File: src/rtl/cdtc_pkg.sv
// ************************************************************
// Shared constants for the cascadable dual timer
// ************************************************************
package cdtc_pkg;
    // Bus and prescaler widths
    localparam int DATA_W = 8;
    localparam int ADDR_W = 8;
    localparam int PRE_W = 11;
    // Register offsets
    localparam logic [7:0] OFF_CTL_A = 8'h27;
    localparam logic [7:0] OFF_CTL_B = 8'h28;
    localparam logic [7:0] OFF_MATCH_A = 8'h29;
    localparam logic [7:0] OFF_PW_A = 8'h2A;
    localparam logic [7:0] OFF_MATCH_B = 8'h2B;
    localparam logic [7:0] OFF_PW_B = 8'h2C;
    localparam logic [7:0] OFF_IRQ_STAT = 8'h2D;
    localparam logic [7:0] OFF_IRQ_MASK = 8'h2E;
    localparam logic [7:0] OFF_OPTION = 8'h2F;
    // Reset value of every register
    localparam logic [7:0] REG_RESET = 8'h00;
    // Control register field positions
    localparam int FF_BIT = 7;
    localparam int CS_HI = 6;
    localparam int CS_LO = 4;
    localparam int RUN_BIT = 3;
    localparam int MODE_HI = 2;
    localparam int MODE_LO = 0;
    // Interrupt status and option bit positions
    localparam int IRQ_A = 0;
    localparam int IRQ_B = 1;
    localparam int OPT_DIV_LOW = 0;
    localparam int OPT_LOW_SPEED = 1;
    // Clock select codes
    localparam logic [2:0] CS_DIV2048 = 3'h0;
    localparam logic [2:0] CS_DIV128 = 3'h1;
    localparam logic [2:0] CS_DIV32 = 3'h2;
    localparam logic [2:0] CS_DIV8 = 3'h3;
    localparam logic [2:0] CS_LOW = 3'h4;
    localparam logic [2:0] CS_DIV2 = 3'h5;
    localparam logic [2:0] CS_HIGH = 3'h6;
    localparam logic [2:0] CS_PIN = 3'h7;
    // Prescaler tap masks and divider constants
    localparam logic [10:0] TAP_DIV2 = 11'h001;
    localparam logic [10:0] TAP_DIV8 = 11'h007;
    localparam logic [10:0] TAP_DIV32 = 11'h01F;
    localparam logic [10:0] TAP_DIV128 = 11'h07F;
    localparam logic [10:0] TAP_DIV2048 = 11'h7FF;
    localparam logic [10:0] PRE_ONE = 11'h001;
    localparam logic [2:0] LOW_DIV_LAST = 3'h7;
    localparam logic [2:0] LOW_DIV_ONE = 3'h1;
    // Mode codes
    localparam logic [2:0] MODE_TIMER = 3'h0;
    localparam logic [2:0] MODE_DIVOUT = 3'h1;
    localparam logic [2:0] MODE_PWM8 = 3'h2;
    localparam logic [2:0] MODE_A_CASCADE = 3'h3;
    localparam logic [2:0] MODE_B_RESERVED = 3'h3;
    localparam logic [2:0] MODE_B_T16 = 3'h4;
    localparam logic [2:0] MODE_B_WARMUP = 3'h5;
    localparam logic [2:0] MODE_B_PWM16 = 3'h6;
    localparam logic [2:0] MODE_B_PULSEGEN = 3'h7;
    // Counter constants
    localparam logic [7:0] CNT_ONE = 8'h01;
    localparam logic [7:0] CNT_ZERO = 8'h00;
    localparam logic [15:0] CNT16_ONE = 16'h0001;
endpackage

File: src/rtl/cdtc_timer.sv
// Local design decision: the address-and-strobe port.
`timescale 1ns/1ps
module cdtc_timer (
    input wire logic sys_clk,
    input wire logic resetn,
    input wire logic [cdtc_pkg::ADDR_W-1:0] reg_addr,
    input wire logic [cdtc_pkg::DATA_W-1:0] reg_wdata,
    input wire logic reg_wr,
    input wire logic reg_rd,
    output logic [cdtc_pkg::DATA_W-1:0] reg_rdata,
    input wire logic low_freq_clock,
    input wire logic ext_count_a,
    input wire logic ext_count_b,
    output logic timer_match_irq,
    output logic timer_a_ff_out,
    output logic timer_b_ff_out
);
    import cdtc_pkg::*;

    // ************************************************************
    // State
    // ************************************************************
    typedef struct packed {
        logic [7:0] timer_a_control;     // Unit A control
        logic [7:0] timer_b_control;     // Unit B control
        logic [7:0] timer_a_match_value; // Unit A period
        logic [7:0] timer_a_pulse_width; // Unit A pulse width
        logic [7:0] timer_b_match_value; // Unit B period
        logic [7:0] timer_b_pulse_width; // Unit B pulse width
        logic [1:0] irq_stat;            // Sticky events
        logic [1:0] irq_mask;            // Interrupt enables
        logic [1:0] option;              // Divider option, low speed
        logic [7:0] cnt_a;               // Unit A up-counter
        logic [7:0] cnt_b;               // Unit B up-counter
        logic [10:0] pre;                // High clock prescaler
        logic [2:0] low_div;             // Low clock divide by eight
        logic [1:0] low_sync;            // Low clock synchroniser
        logic low_prev;                  // Low clock edge history
        logic [1:0] pin_a_sync;          // Pin A synchroniser
        logic pin_a_prev;                // Pin A edge history
        logic [1:0] pin_b_sync;          // Pin B synchroniser
        logic pin_b_prev;                // Pin B edge history
        logic [7:0] rdata;               // Read data
        logic irq;                       // Interrupt output
        logic ff_a;                      // Unit A flip-flop
        logic ff_b;                      // Unit B flip-flop
    } cdtc_state_t;

    cdtc_state_t s_r;
    cdtc_state_t s_nxt;

    // ************************************************************
    // Helpers
    // ************************************************************
    // Prescaler tap fires when the low bits are all ones
    function automatic logic cdtc_tap(input logic [10:0] pre, input logic [10:0] mask);
        cdtc_tap = ((pre & mask) == mask);
    endfunction

    // Source clock enable for one unit
    function automatic logic cdtc_src(input logic [2:0] cs, input logic [10:0] pre, input logic slow,
                                      input logic low_t, input logic low8_t, input logic pin_t);
        case (cs)
            CS_DIV2048: cdtc_src = slow ? low8_t : cdtc_tap(pre, TAP_DIV2048);
            CS_DIV128: cdtc_src = cdtc_tap(pre, TAP_DIV128);
            CS_DIV32: cdtc_src = cdtc_tap(pre, TAP_DIV32);
            CS_DIV8: cdtc_src = cdtc_tap(pre, TAP_DIV8);
            CS_LOW: cdtc_src = low_t;
            CS_DIV2: cdtc_src = cdtc_tap(pre, TAP_DIV2);
            CS_HIGH: cdtc_src = 1'b1;
            CS_PIN: cdtc_src = pin_t;
            default: cdtc_src = 1'b0;
        endcase
    endfunction

    // Register read multiplexer
    function automatic logic [7:0] cdtc_read(input cdtc_state_t s, input logic [7:0] addr);
        case (addr)
            OFF_CTL_A: cdtc_read = s.timer_a_control;
            OFF_CTL_B: cdtc_read = s.timer_b_control;
            OFF_MATCH_A: cdtc_read = s.timer_a_match_value;
            OFF_PW_A: cdtc_read = s.timer_a_pulse_width;
            OFF_MATCH_B: cdtc_read = s.timer_b_match_value;
            OFF_PW_B: cdtc_read = s.timer_b_pulse_width;
            OFF_IRQ_STAT: cdtc_read = {6'h00, s.irq_stat};
            OFF_IRQ_MASK: cdtc_read = {6'h00, s.irq_mask};
            OFF_OPTION: cdtc_read = {6'h00, s.option};
            default: cdtc_read = REG_RESET;
        endcase
    endfunction

    // ************************************************************
    // Decoded controls
    // ************************************************************
    logic low_t;        // Low clock rising edge
    logic low8_t;       // Low clock divided by eight
    logic pin_a_t;      // Pin A rising edge
    logic pin_b_t;      // Pin B rising edge
    logic slow;         // Code 000 uses the low clock
    logic tick_a;       // Unit A source enable
    logic tick_b;       // Unit B source enable
    logic cascade;      // 16-bit operation active
    logic run_a;        // Unit A counting
    logic run_b;        // Unit B counting
    logic [7:0] inc_a;  // Unit A next count
    logic [7:0] inc_b;  // Unit B next count
    logic [15:0] inc16; // Cascaded next count
    logic ev_a;         // Unit A match
    logic ev_b;         // Unit B or 16-bit match
    logic wr_ctl_a;     // Write to control A
    logic wr_ctl_b;     // Write to control B

    // ************************************************************
    // Next state
    // ************************************************************
    // All sequential behaviour is computed here
    always_comb
    begin
        s_nxt = s_r;
        // Synchronisers, first stage read only by the second
        s_nxt.low_sync = {s_r.low_sync[0], low_freq_clock};
        s_nxt.low_prev = s_r.low_sync[1];
        s_nxt.pin_a_sync = {s_r.pin_a_sync[0], ext_count_a};
        s_nxt.pin_a_prev = s_r.pin_a_sync[1];
        s_nxt.pin_b_sync = {s_r.pin_b_sync[0], ext_count_b};
        s_nxt.pin_b_prev = s_r.pin_b_sync[1];
        low_t = s_r.low_sync[1] & ~s_r.low_prev;
        pin_a_t = s_r.pin_a_sync[1] & ~s_r.pin_a_prev;
        pin_b_t = s_r.pin_b_sync[1] & ~s_r.pin_b_prev;
        // Prescalers
        s_nxt.pre = s_r.pre + PRE_ONE;
        low8_t = low_t && (s_r.low_div == LOW_DIV_LAST);
        if (low_t)
        begin
            s_nxt.low_div = s_r.low_div + LOW_DIV_ONE;
        end
        slow = s_r.option[OPT_DIV_LOW] | s_r.option[OPT_LOW_SPEED];
        // Source clock selection per unit
        tick_a = cdtc_src(s_r.timer_a_control[CS_HI:CS_LO], s_r.pre, slow, low_t, low8_t, pin_a_t);
        tick_b = cdtc_src(s_r.timer_b_control[CS_HI:CS_LO], s_r.pre, slow, low_t, low8_t, pin_b_t);
        // Cascade needs both halves programmed for it
        cascade = s_r.timer_b_control[MODE_HI] &&
                  (s_r.timer_a_control[MODE_HI:MODE_LO] == MODE_A_CASCADE);
        // In cascade the run bit of unit B governs both halves
        run_a = cascade ? s_r.timer_b_control[RUN_BIT] : s_r.timer_a_control[RUN_BIT];
        run_b = s_r.timer_b_control[RUN_BIT];
        inc_a = s_r.cnt_a + CNT_ONE;
        inc_b = s_r.cnt_b + CNT_ONE;
        inc16 = {s_r.cnt_b, s_r.cnt_a} + CNT16_ONE;
        ev_a = 1'b0;
        ev_b = 1'b0;
        // Counting
        if (cascade)
        begin
            // Carry out of unit A clocks unit B, whatever B selects
            if (!run_a)
            begin
                s_nxt.cnt_a = CNT_ZERO;
                s_nxt.cnt_b = CNT_ZERO;
            end
            else if (tick_a)
            begin
                ev_b = (inc16 == {s_r.timer_b_match_value, s_r.timer_a_match_value});
                {s_nxt.cnt_b, s_nxt.cnt_a} = ev_b ? {CNT_ZERO, CNT_ZERO} : inc16;
            end
        end
        else
        begin
            // Unit A alone, every 8-bit mode counts to its match
            if (!run_a)
            begin
                s_nxt.cnt_a = CNT_ZERO;
            end
            else if (tick_a)
            begin
                ev_a = (inc_a == s_r.timer_a_match_value);
                s_nxt.cnt_a = ev_a ? CNT_ZERO : inc_a;
            end
            // Unit B alone; reserved and unpaired 16-bit codes hold
            if (!run_b)
            begin
                s_nxt.cnt_b = CNT_ZERO;
            end
            else if (tick_b && (s_r.timer_b_control[MODE_HI:MODE_LO] < MODE_B_RESERVED))
            begin
                ev_b = (inc_b == s_r.timer_b_match_value);
                s_nxt.cnt_b = ev_b ? CNT_ZERO : inc_b;
            end
        end
        // Register writes
        wr_ctl_a = reg_wr && (reg_addr == OFF_CTL_A);
        wr_ctl_b = reg_wr && (reg_addr == OFF_CTL_B);
        if (wr_ctl_a)
        begin
            s_nxt.timer_a_control = reg_wdata;
            s_nxt.ff_a = reg_wdata[FF_BIT];
        end
        if (wr_ctl_b)
        begin
            s_nxt.timer_b_control = reg_wdata;
            s_nxt.ff_b = reg_wdata[FF_BIT];
        end
        if (reg_wr)
        begin
            case (reg_addr)
                OFF_MATCH_A: s_nxt.timer_a_match_value = reg_wdata;
                OFF_PW_A: s_nxt.timer_a_pulse_width = reg_wdata;
                OFF_MATCH_B: s_nxt.timer_b_match_value = reg_wdata;
                OFF_PW_B: s_nxt.timer_b_pulse_width = reg_wdata;
                OFF_IRQ_MASK: s_nxt.irq_mask = reg_wdata[1:0];
                OFF_OPTION: s_nxt.option = reg_wdata[1:0];
                default: s_nxt.irq_mask = s_r.irq_mask;
            endcase
        end
        // Sticky status: write one clears, a new event wins
        if (reg_wr && (reg_addr == OFF_IRQ_STAT))
        begin
            s_nxt.irq_stat = s_r.irq_stat & ~reg_wdata[1:0];
        end
        s_nxt.irq_stat[IRQ_A] = s_nxt.irq_stat[IRQ_A] | ev_a;
        s_nxt.irq_stat[IRQ_B] = s_nxt.irq_stat[IRQ_B] | ev_b;
        s_nxt.irq = |(s_nxt.irq_stat & s_nxt.irq_mask);
        // Read data stands for one cycle only
        s_nxt.rdata = reg_rd ? cdtc_read(s_r, reg_addr) : REG_RESET;
    end

    // ************************************************************
    // Registers
    // ************************************************************
    // Asynchronous reset clears everything
    always_ff @(posedge sys_clk or negedge resetn)
    begin
        if (!resetn)
        begin
            s_r <= '0;
        end
        else
        begin
            s_r <= s_nxt;
        end
    end

    // Outputs come straight from flip-flops
    assign reg_rdata = s_r.rdata;
    assign timer_match_irq = s_r.irq;
    assign timer_a_ff_out = s_r.ff_a;
    assign timer_b_ff_out = s_r.ff_b;
endmodule

File: config.mk
export PLATFORM = sky130hd
export DESIGN_NAME = cdtc_timer
export DESIGN_NICKNAME = d
export VERILOG_FILES = /design/src/rtl/cdtc_pkg.sv /design/src/rtl/cdtc_timer.sv
export SDC_FILE = /design/constraint.sdc
export NUM_CORES = 1
export LEC_CHECK = 0
export BUFFER_PORTS_ARGS = -buffer_cell sky130_fd_sc_hd__buf_2
export CAP_MARGIN = 10
export CORE_UTILIZATION = 45
export CTS_BUF_LIST = sky130_fd_sc_hd__clkbuf_4 sky130_fd_sc_hd__clkbuf_8
export DETAILED_ROUTE_END_ITERATION = 16
export HOLD_SLACK_MARGIN = 0.06
export PLACE_DENSITY = 0.68
export SLEW_MARGIN = 5
export SYNTH_ARGS = -nofsm -noshare
export SYNTH_HDL_FRONTEND = slang
export SYNTH_SLANG_ARGS = --single-unit
File: constraint.sdc
create_clock -name sys_clk -period 2.4 [get_ports sys_clk]
set_input_delay 0.48 -clock sys_clk [delete_from_list [all_inputs] [get_ports sys_clk]]
set_output_delay 0.48 -clock sys_clk [all_outputs]
set_load 0.05 [all_outputs]
==> results of run 1 <==
state kept, by name, indices dropped and copies added, names as in the netlist:
register / count
run_b: 1
reg_rdata: 8
timer_match_irq: 1
s_nxt: 6
s_r: 86
critical path, stage by stage, from the launching register on:
cell and delay, ns:
sky130_fd_sc_hd__dfrtp_1 0.42, sky130_fd_sc_hd__buf_4 0.17, sky130_fd_sc_hd__nand3_1 0.10, sky130_fd_sc_hd__or2_1 0.30, sky130_fd_sc_hd__xnor2_1 0.19, sky130_fd_sc_hd__nor4_4 0.43, sky130_fd_sc_hd__buf_4 0.22, sky130_fd_sc_hd__nand2b_4 0.07
sky130_fd_sc_hd__o31ai_4 0.28, sky130_fd_sc_hd__a22o_1 0.17
area by class of cell:
class	instances	area share, %
multi-input cells	347	45.5
flip-flops and latches	102	38.9
repair buffers	88	9.06
well taps	168	3.20
clock buffers	11	2.30
inverters	10	0.571
clock inverters	4	0.457
power by group through the flow:
stage               Combinational, mW  Clock [mW]  Sequential, mW
CTS                             0.425        1.05            1.86
global placement                0.400           0            1.89
detailed placement              0.412           0            1.90
global route                    0.484        1.10            1.88
floorplan                       0.259           0            1.89
finish                          0.439        1.02            1.86
synthesized netlist by cell type, drive strengths merged (8+ instances only):
cell type / instances / area share (%)
a21oi: 13 / 1.4
a22o: 8 / 1.3
and3: 14 / 1.7
buf: 21 / 2.8
dfrtp: 102 / 46
inv: 10 / 0.67
mux2: 59 / 12
nand2: 35 / 2.3
nand3: 13 / 1.2
nand4: 11 / 1.6
nor2: 23 / 1.7
nor2b: 9 / 1.0
o21ai: 19 / 1.9
o31ai: 8 / 1.4
xnor2: 19 / 3.0
xor2: 14 / 2.3
worst max-delay path by stage:
stage / end / from / depth (start not counted) / slack, ns
final: timer_match_irq$_DFF_PN0_ / s_r[42]$_DFFE_PN0P_ / 9 / -0.03
after global routing: s_r[38]$_DFFE_PN0P_ / s_r[26]$_DFF_PN0_ / 9 / -0.10
after CTS: s_r[38]$_DFFE_PN0P_ / s_r[23]$_DFF_PN0_ / 9 / -0.002
after detailed placement: s_r[38]$_DFFE_PN0P_ / s_r[23]$_DFF_PN0_ / 9 / -0.08
after global placement: s_r[38]$_DFFE_PN0P_ / s_r[23]$_DFF_PN0_ / 9 / -0.06
after floorplan: s_r[37]$_DFFE_PN0P_ / s_r[42]$_DFFE_PN0P_ / 10 / 0.02
cells by family (layout without fill, tap and decap cells):
group	after synthesis	after routing	share of synthesized area [%]
AOI/OAI and AO/OA	99	99	14.8
xor gates and xnor gates	34	34	5.72
adders and majority gates	7	7	1.56
buffers and inverters	38	113	3.98
DFF	102	102	45.6
muxes	64	64	13.4
and+or+nand+nor	143	143	14.9
routing by layer:
| layer | wire, µm | up-vias | track usage, % |
|---|---|---|---|
| met5 | 0 | - | 0 |
| met4 | 268 | 0 | 6.93 |
| met3 | 734 | 23 | 5.21 |
| li1 | - | 1949 | - |
| met1 | 6450 | 2135 | 32.1 |
| met2 | 6780 | 146 | 37.2 |
timing repair:
item	4_1_cts	5_1_grt
pin swaps	7	19
setup endpoints to repair	11	17
gates resized for setup	12	25
setup buffers	1	9
hold buffers	1	0
endpoints found under the hold margin	7	0
metrics by stage:
step	cell area (µm²)	util, %	setup slack, ns	TNS [ns]
6_report	6570	54.5	-0.0266	-0.0809
5_1_grt	6570	54.5	-0.100	-0.872
4_1_cts	6380	52.9	-0.00237	-0.00403
3_5_place_dp	6140	50.9	-0.0799	-0.369
3_3_place_gp	6140	50.9	-0.0624	-0.239
2_1_floorplan	5600	-	0.0160	0
placed cells by master, fill, tap and decap left out, drive strengths merged, types with 5 or more instances in the layout:
master	instances
dfrtp	102
buf	87
mux2	59
nand2	35
nor2	23
xnor2	19
o21ai	19
xor2	14
and3	14
nand3	13
a21oi	13
clkbuf	11
inv	11
nand4	11
nor2b	9
a22o	8
o31ai	8
nor3	7
ha	7
a222oi	6
o211ai	5
a221oi	5
==> results.py, run 1 <==
metrics = {
    "setup_path": {
        "worst_reg_to_reg_setup_slack_ns": -0.03,
        "critical_path_class": "flip-flop to flip-flop",
        "critPathLaunchType": "flip-flop",
        "worstRegToRegCells": 9,
        "critical_path.reg2reg.endpoint": "timer_match_irq$_DFF_PN0_",
        "worstSetupEndpointType": "flip-flop",
        "regToRegStartpoint": "s_r[42]$_DFFE_PN0P_",
        "arrival_time_at_the_worst_endpoint_ns": 2.74,
        "timing.critical_path.required_ns": 2.71,
        "path_max_fanout": 4,
    },
    "synthesis": {
        "netlist_instances": 487,
        "synthFlopType": "sky130_fd_sc_hd__dfrtp_1",
        "syn-cell-area_um2": 5600,
        "synthesized_net_count": 517,
        "netlist_cell_types": 79,
        "ys_seq_elements": 102,
        "synth-edff-count": 0,
        "async_flop_share_pct": 100,
        "yosys_warnings": 0,
        "seq_area_frac_synth_pct": 45.6,
        "syn_area_per_cell_um2": 11.5,
    },
    "clock_tree": {
        "clock_sinks": 102,
        "cts_tree": "built",
        "cts_buffers": 9,
        "clock-root-buffer": "sky130_fd_sc_hd__clkbuf_8",
        "clock_pin_slew_of_the_registers_on_the_worst_case_setup_and_hold_paths_ns": 0.10,
        "worst_skew_pair.late_latency_ns": 0.38,
        "h-tree-depth": 3,
        "clock_path_buffers": 2,
    },
    "finish": {
        "multiInputGateArea_um2": 2990,
        "regArea_um2": 2560,
        "design.final.nets": 588,
        "stdcell_count": 730,
        "drive_gt1_share_pct": 39.7,
        "area_growth_syn_to_layout_pct": 17.3,
        "filler_cell_count": 1024,
        "antenna_cells": 0,
    },
    "placement": {
        "place.gp.congestion": 0.873,
        "place.detailed.instances": 704,
        "io_buffer_count": 33,
        "dpl.hpwl_mm": 10.5,
    },
    "global_routing": {
        "grt_pass1_vias": 4268,
        "grt_pass1_wl_mm": 23.0,
        "initial_antenna_violation_count": 0,
        "grt_start_max_net_pins": 41,
        "grt.total_usage_pct": 23.4,
        "overflow": 0,
    },
    "sta": {
        "hold_slack_ns": 0.203,
        "worst-slew-pin-transition_ns": 0.754,
        "report.final.slew_viol_count": 0,
        "final.setup.worst_slack_ns": -0.0266,
        "period_share_pct": 101,
        "maxClockFrequency_mhz": 412,
        "final_hold_violating_endpoints": 0,
        "layout_min_cycle_time_ns": 2.43,
        "slew_headroom_pct": 49.5,
        "final-setup-viol-count": 4,
        "fin_skew_ns": 0.0141,
        "grt_setup_unrepaired": "true",
    },
    "power": {
        "leakagePower_nw": 2.89,
        "internal_power_mw": 2.42,
        "seq_power_share_pct": 56.0,
        "power_frac_comb_pct": 13.2,
        "total_power_mw": 3.33,
        "switching_share_of_power_pct": 27.2,
        "powerDensity_nw_per_um2": 507,
        "vdd_ir_drop_max_mv": 0.403,
        "power_switching_uw": 905,
        "power.clock.fraction_pct": 30.8,
    },
    "floorplan": {
        "std_cell_rows": 40,
        "fp.dieW_um": 114,
        "design.die.area_um2": 12900,
        "initial_utilization_pct": 46.4,
        "placeableCoreArea_um2": 12100,
        "floorplan.io_pins": 34,
        "dieHeight_um": 114,
    },
    "route": {
        "wirelength_routed_mm": 14.2,
        "detail_route.first_pass.iterations": 8,
        "drt_iter0_markers": 331,
        "ant_nets": 0,
        "vias": 4253,
        "post_dr_wirelength_cell_um": 19.5,
        "drc": 0,
        "viasPerCell": 5.83,
    },
    "status": {
        "violated_checks": "negative setup slack",
        "outcome": "finished, violations left",
    },
    "job": {
        "maxCapViolCount": 0,
    },
    "worst_hold_path": {
        "worstHoldEndpoint": "s_nxt[13]$_DFF_PN0_",
        "worstHoldPathCells": 1,
        "source_of_the_worst_hold_timing_path": "ext_count_b",
        "holdCritPathClass": "input port to flip-flop",
    },
}
No activity file was read; power rests on OpenSTA's default activity.
==> run 2: changes to the inputs <==
--- a/config.mk
+++ b/config.mk
@@ -16,3 +16,4 @@
 export SYNTH_ARGS = -nofsm -noshare
 export SYNTH_HDL_FRONTEND = slang
 export SYNTH_SLANG_ARGS = --single-unit
+export TNS_END_PERCENT = 20
==> results.py, run 2 (synthesis gave the netlist of run 1 again) <==
metrics = {
    "status": {
        "outcome": "finished, violations left",
        "violated_checks": "negative setup slack",
    },
    "placement": {
        "place.gp.congestion": 0.873,
        "dpl.hpwl_mm": 10.5,
        "place_area_um2": 6140,
        "io_buffer_count": 33,
        "place.detailed.instances": 704,
    },
    "sta": {
        "grt_setup_unrepaired": "true",
        "report.final.slew_viol_count": 0,
        "final-setup-viol-count": 3,
        "slew_headroom_pct": 49.8,
        "maxClockFrequency_mhz": 412,
        "final_hold_violating_endpoints": 0,
        "layout_min_cycle_time_ns": 2.43,
        "final.setup.worst_slack_ns": -0.0256,
        "worst-slew-pin-transition_ns": 0.750,
        "fin_skew_ns": 0.0142,
        "period_share_pct": 101,
    },
    "route": {
        "vias": 4238,
        "detail_route.first_pass.iterations": 9,
        "ant_nets": 0,
        "drc": 0,
        "drt_iter0_markers": 327,
        "wirelength_routed_mm": 14.2,
        "post_dr_wirelength_cell_um": 19.6,
        "viasPerCell": 5.83,
    },
    "finish": {
        "design.final.nets": 585,
        "final_common_cell": "sky130_fd_sc_hd__dfrtp_1",
        "layout.cells.most_common_list": "sky130_fd_sc_hd__dfrtp_1, sky130_fd_sc_hd__mux2_2, sky130_fd_sc_hd__buf_4",
        "largest_register_ffs": 86,
        "post-route-cell-area_um2": 6530,
        "stdcell_count": 727,
        "drive_gt1_share_pct": 39.2,
        "area_growth_syn_to_layout_pct": 16.6,
        "largest_register": "s_r",
        "antenna_cells": 0,
    },
    "floorplan": {
        "dieHeight_um": 114,
        "fp.dieW_um": 114,
        "std_cell_rows": 40,
        "floorplan.io_pins": 34,
        "design.die.area_um2": 12900,
        "initial_utilization_pct": 46.4,
        "placeableCoreArea_um2": 12100,
    },
    "clock_tree": {
        "clock-root-buffer": "sky130_fd_sc_hd__clkbuf_8",
        "cts_tree": "built",
        "clock_pin_slew_of_the_registers_on_the_worst_case_setup_and_hold_paths_ns": 0.10,
        "h-tree-depth": 3,
        "clock_sinks": 102,
        "worst_skew_pair.late_latency_ns": 0.38,
        "clock_path_buffers": 2,
        "cts_buffers": 9,
    },
    "setup_path": {
        "arrival_time_at_the_worst_endpoint_ns": 2.67,
        "critical_path_class": "flip-flop to flip-flop",
        "worstSetupEndpointType": "flip-flop",
        "path_max_fanout": 6,
        "worstRegToRegCells": 8,
        "critPathLaunchType": "flip-flop",
        "timing.critical_path.required_ns": 2.64,
    },
    "global_routing": {
        "overflow": 0,
        "grt.total_usage_pct": 23.4,
        "initial_antenna_violation_count": 0,
        "grt_pass1_vias": 4268,
        "grt_pass1_wl_mm": 23.0,
        "grt_start_max_net_pins": 41,
    },
    "job": {
        "maxCapViolCount": 0,
    },
    "power": {
        "switching_share_of_power_pct": 27.2,
        "power_switching_uw": 905,
        "seq_power_share_pct": 56.0,
        "powerDensity_nw_per_um2": 510,
        "internal_power_mw": 2.42,
        "vdd_ir_drop_max_mv": 0.403,
        "power.clock.fraction_pct": 30.8,
        "leakagePower_nw": 2.87,
        "power_frac_comb_pct": 13.2,
    },
    "worst_hold_path": {
        "holdCritPathClass": "input port to flip-flop",
        "worstHoldPathCells": 1,
    },
}
-- run 2: changes by cell type in the layout (fill, tap and decap cells not counted) --
cell,before,now
sky130_fd_sc_hd__and2_4,0,1
sky130_fd_sc_hd__buf_4,54,51
sky130_fd_sc_hd__nor2b_4,1,0
sky130_fd_sc_hd__o31ai_2,3,4
sky130_fd_sc_hd__a21oi_2,1,2
sky130_fd_sc_hd__nand2b_1,2,3
sky130_fd_sc_hd__and3_4,3,2
sky130_fd_sc_hd__nor2b_2,1,2
sky130_fd_sc_hd__a21oi_1,11,10
sky130_fd_sc_hd__o31ai_4,2,1
sky130_fd_sc_hd__and3_1,11,12
sky130_fd_sc_hd__nand2b_4,1,0
sky130_fd_sc_hd__and2_2,1,0
-- run 2: routing by layer --
metal | track usage [%] | share of wire [%] | up-vias
li1 | - | - | 1945
met1 | 32.1 | 45 | 2131
met2 | 37.2 | 47 | 136
met3 | 5.21 | 5.5 | 26
met4 | 6.93 | 2.0 | 0
met5 | 0 | 0 | -
-- run 2: layout make-up --
type | count | area, µm²
Fill cell | 1032 | 5530
Multi-Input combinational cell | 347 | 2970
Sequential cell | 102 | 2560
Timing Repair Buffer | 85 | 573
Tap cell | 168 | 210
Clock buffer | 11 | 151
Inverter | 10 | 37.5
Clock inverter | 4 | 30.0
-- run 2: path summary, 6_finish.rpt --
check                                    start                   to  slack [ns]
setup reg to reg           s_r[42]$_DFFE_PN0P_  s_r[44]$_DFFE_PN0P_       -0.03
hold / removal                     ext_count_b  s_nxt[13]$_DFF_PN0_        0.20
min in group asynchronous               resetn  s_r[34]$_DFFE_PN0P_        0.59
max in group asynchronous               resetn  s_r[44]$_DFFE_PN0P_        1.17
hold reg to reg            s_nxt[13]$_DFF_PN0_  s_nxt[11]$_DFF_PN0_        0.36
setup / recovery           s_r[42]$_DFFE_PN0P_  s_r[44]$_DFFE_PN0P_       -0.03
-- run 2: through the flow --
stage               power (mW)  hold WS [ns]  util (%)  setup WS (ns)  setup TNS (ns)
floorplan                 2.15         0.184         -         0.0160               0
CTS                       3.34         0.187      52.9       -0.00237        -0.00403
detailed placement        2.31         0.340      50.9        -0.0799          -0.369
global placement          2.29         0.335      50.9        -0.0624          -0.239
global route              3.46         0.187      54.1         -0.100          -0.771
finish                    3.33         0.203      54.1        -0.0256         -0.0464
-- run 2: critical path, cell delays in order, from the launching register on --
cell and delay (ns):
sky130_fd_sc_hd__dfrtp_1 0.41, sky130_fd_sc_hd__buf_4 0.17, sky130_fd_sc_hd__nand3_1 0.10, sky130_fd_sc_hd__or2_1 0.29, sky130_fd_sc_hd__xnor2_1 0.19, sky130_fd_sc_hd__nor4_4 0.44
sky130_fd_sc_hd__a41oi_4 0.27, sky130_fd_sc_hd__o21ai_4 0.29, sky130_fd_sc_hd__o211ai_1 0.12
-- run 2: timing repair --
action	4_1_cts	5_1_grt
pin swaps	7	15
hold buffers	1	0
setup endpoints to repair	11	17
resized for setup	12	23
endpoints found under the hold margin	7	0
setup buffers	1	6
-- run 2: power by group through the flow --
stage / logic, mW / clock network [mW] / registers (mW)
6_report: 0.438 / 1.03 / 1.86
3_3_place_gp: 0.400 / 0 / 1.89
5_1_grt: 0.483 / 1.10 / 1.88
2_1_floorplan: 0.259 / 0 / 1.89
4_1_cts: 0.425 / 1.05 / 1.86
3_5_place_dp: 0.412 / 0 / 1.90
==> run 3: changes to the inputs <==
--- a/config.mk
+++ b/config.mk
@@ -8,7 +8,7 @@
 export BUFFER_PORTS_ARGS = -buffer_cell sky130_fd_sc_hd__buf_2
 export CAP_MARGIN = 10
 export CORE_UTILIZATION = 45
-export CTS_BUF_LIST = sky130_fd_sc_hd__clkbuf_4 sky130_fd_sc_hd__clkbuf_8
+export CTS_BUF_LIST = sky130_fd_sc_hd__clkbuf_8
 export DETAILED_ROUTE_END_ITERATION = 16
 export HOLD_SLACK_MARGIN = 0.06
 export PLACE_DENSITY = 0.68
@@ -16,4 +16,4 @@
 export SYNTH_ARGS = -nofsm -noshare
 export SYNTH_HDL_FRONTEND = slang
 export SYNTH_SLANG_ARGS = --single-unit
-export TNS_END_PERCENT = 20
+export TNS_END_PERCENT = 10
==> results.py, run 3 (synthesis gave the netlist of run 1 again) <==
metrics = {
    "route": {
        "detail_route.first_pass.iterations": 8,
        "wirelength_routed_mm": 14.2,
        "vias": 4247,
        "drc": 0,
        "viasPerCell": 5.84,
        "drt_iter0_markers": 334,
        "ant_nets": 0,
        "post_dr_wirelength_cell_um": 19.5,
    },
    "power": {
        "powerDensity_nw_per_um2": 509,
        "total_power_mw": 3.32,
        "leakagePower_nw": 2.86,
        "vdd_ir_drop_max_mv": 0.403,
    },
    "finish": {
        "antenna_cells": 0,
        "final_core_utilization_pct": 54.1,
        "drive_gt1_share_pct": 39.2,
        "post-route-cell-area_um2": 6530,
        "largest_register": "s_r",
        "design.final.nets": 585,
        "filler_cell_count": 1032,
        "layout.cells.most_common_list": "sky130_fd_sc_hd__dfrtp_1, sky130_fd_sc_hd__mux2_2, sky130_fd_sc_hd__buf_4",
        "largest_register_ffs": 86,
        "final_common_cell": "sky130_fd_sc_hd__dfrtp_1",
        "area_growth_syn_to_layout_pct": 16.5,
    },
    "clock_tree": {
        "clock_pin_slew_of_the_registers_on_the_worst_case_setup_and_hold_paths_ns": 0.10,
        "worst_skew_pair.late_latency_ns": 0.38,
        "cts_buffers": 9,
        "h-tree-depth": 3,
        "clock_sinks": 102,
        "clock_path_buffers": 2,
        "clock-root-buffer": "sky130_fd_sc_hd__clkbuf_8",
        "cts_tree": "built",
    },
    "setup_path": {
        "timing.critical_path.required_ns": 2.64,
        "arrival_time_at_the_worst_endpoint_ns": 2.64,
        "crit_path_top_delay_cell": "sky130_fd_sc_hd__nor4_4",
        "timing.critical_path.buf_inv": 1,
        "critical-path-top-delay-family": "simple AND/OR/NAND/NOR gates",
        "critPathLaunchType": "flip-flop",
        "worstSetupEndpointType": "flip-flop",
        "path_max_fanout": 6,
        "critical_path_class": "flip-flop to flip-flop",
        "timing.critical_path.slowest_cell_delay_ns": 0.42,
        "timing.critical_path.cells": "buf_4 -> nand3_1 -> or2_1 -> xnor2_1 -> nor4_4 -> a41oi_4 -> o21ai_4 -> o211ai_1",
    },
    "floorplan": {
        "fp.dieW_um": 114,
        "floorplan.io_pins": 34,
        "std_cell_rows": 40,
        "design.die.area_um2": 12900,
        "dieHeight_um": 114,
        "placeableCoreArea_um2": 12100,
        "initial_utilization_pct": 46.4,
    },
    "placement": {
        "place.gp.congestion": 0.873,
        "dpl.hpwl_mm": 10.5,
        "io_buffer_count": 33,
        "place_area_um2": 6140,
        "placement.setup.worst_slack_ns": -0.0799,
    },
    "global_routing": {
        "grt.total_usage_pct": 23.4,
        "grt_pass1_wl_mm": 23.0,
        "overflow": 0,
        "grt_pass1_vias": 4268,
        "grt_start_max_net_pins": 41,
        "initial_antenna_violation_count": 0,
    },
    "sta": {
        "report.final.slew_viol_count": 0,
        "final.setup.worst_slack_ns": -0.00177,
        "period_share_pct": 100,
        "fin_skew_ns": 0.0141,
        "final-setup-viol-count": 2,
        "maxClockFrequency_mhz": 416,
        "final_hold_violating_endpoints": 0,
        "worst-slew-pin-transition_ns": 0.742,
        "slew_headroom_pct": 50.3,
        "grt_setup_unrepaired": "true",
        "hold_slack_ns": 0.206,
        "layout_min_cycle_time_ns": 2.40,
    },
    "status": {
        "violated_checks": "negative setup slack",
        "outcome": "finished, violations left",
    },
    "job": {
        "maxCapViolCount": 0,
    },
    "worst_hold_path": {
        "holdCritPathClass": "input port to flip-flop",
    },
}
[run 3: what timing repair did]
action                                  CTS  global route
hold buffers                              1             0
endpoints found under the setup margin   11            17
resized for setup                        12            22
endpoints found under the hold margin     7             0
pin swaps                                 7            15
buffers inserted                          1             6
[run 3: final cells by class]
class                      instances  area [µm²]  share of cell area (%)
clock buffer                      11         151                    2.32
clock inverter                     4        30.0                   0.460
inverter                          10        37.5                   0.575
multi-input combinational        347        2970                    45.5
sequential                       102        2560                    39.2
tap                              168         210                    3.22
timing repair buffer              85         573                    8.78
[run 3: worst register-to-register path: stages (launching register included)]
cell	delay, ns
sky130_fd_sc_hd__dfrtp_1	0.41
sky130_fd_sc_hd__buf_4	0.17
sky130_fd_sc_hd__nand3_1	0.10
sky130_fd_sc_hd__or2_1	0.30
sky130_fd_sc_hd__xnor2_1	0.19
sky130_fd_sc_hd__nor4_4	0.42
sky130_fd_sc_hd__a41oi_4	0.27
sky130_fd_sc_hd__o21ai_4	0.29
sky130_fd_sc_hd__o211ai_1	0.12
[run 3: through the flow]
stage	setup TNS, ns	instances
2_1_floorplan	0	487
3_3_place_gp	-0.239	704
3_5_place_dp	-0.369	704
4_1_cts	-0.00403	721
5_1_grt	-0.795	727
6_report	-0.00217	727
[run 3: path summary, 6_finish.rpt]
check / cells after the start / startpoint / slack (ns) / endpoint
max: 8 / s_r[42]$_DFFE_PN0P_ / -0.002 / s_r[44]$_DFFE_PN0P_
min: 1 / ext_count_b / 0.21 / s_nxt[13]$_DFF_PN0_
max reg2reg: 8 / s_r[42]$_DFFE_PN0P_ / -0.002 / s_r[44]$_DFFE_PN0P_
min reg2reg: 0 / s_nxt[13]$_DFF_PN0_ / 0.36 / s_nxt[11]$_DFF_PN0_
max in group asynchronous: 3 / resetn / 1.17 / s_r[44]$_DFFE_PN0P_
min in group asynchronous: 2 / resetn / 0.59 / s_r[34]$_DFFE_PN0P_
[run 3: metal layers]
metal	GRT usage (%)	vias to the layer above	wire length, µm	part of all wire, %
met4	6.93	0	263	1.9
li1	-	1945	-	-
met5	0	-	0	0
met2	37.2	137	6720	47
met3	5.21	23	762	5.4
met1	32.1	2142	6440	45
[run 3: power by group]
group / switching [mW] / total, mW / internal [mW] / leakage, nW
Combinational: 0.244 / 0.437 / 0.193 / 1.42
Sequential: 0.0664 / 1.86 / 1.80 / 1.35
Clock: 0.590 / 1.02 / 0.432 / 0.0918
Total: 0.901 / 3.32 / 2.42 / 2.86
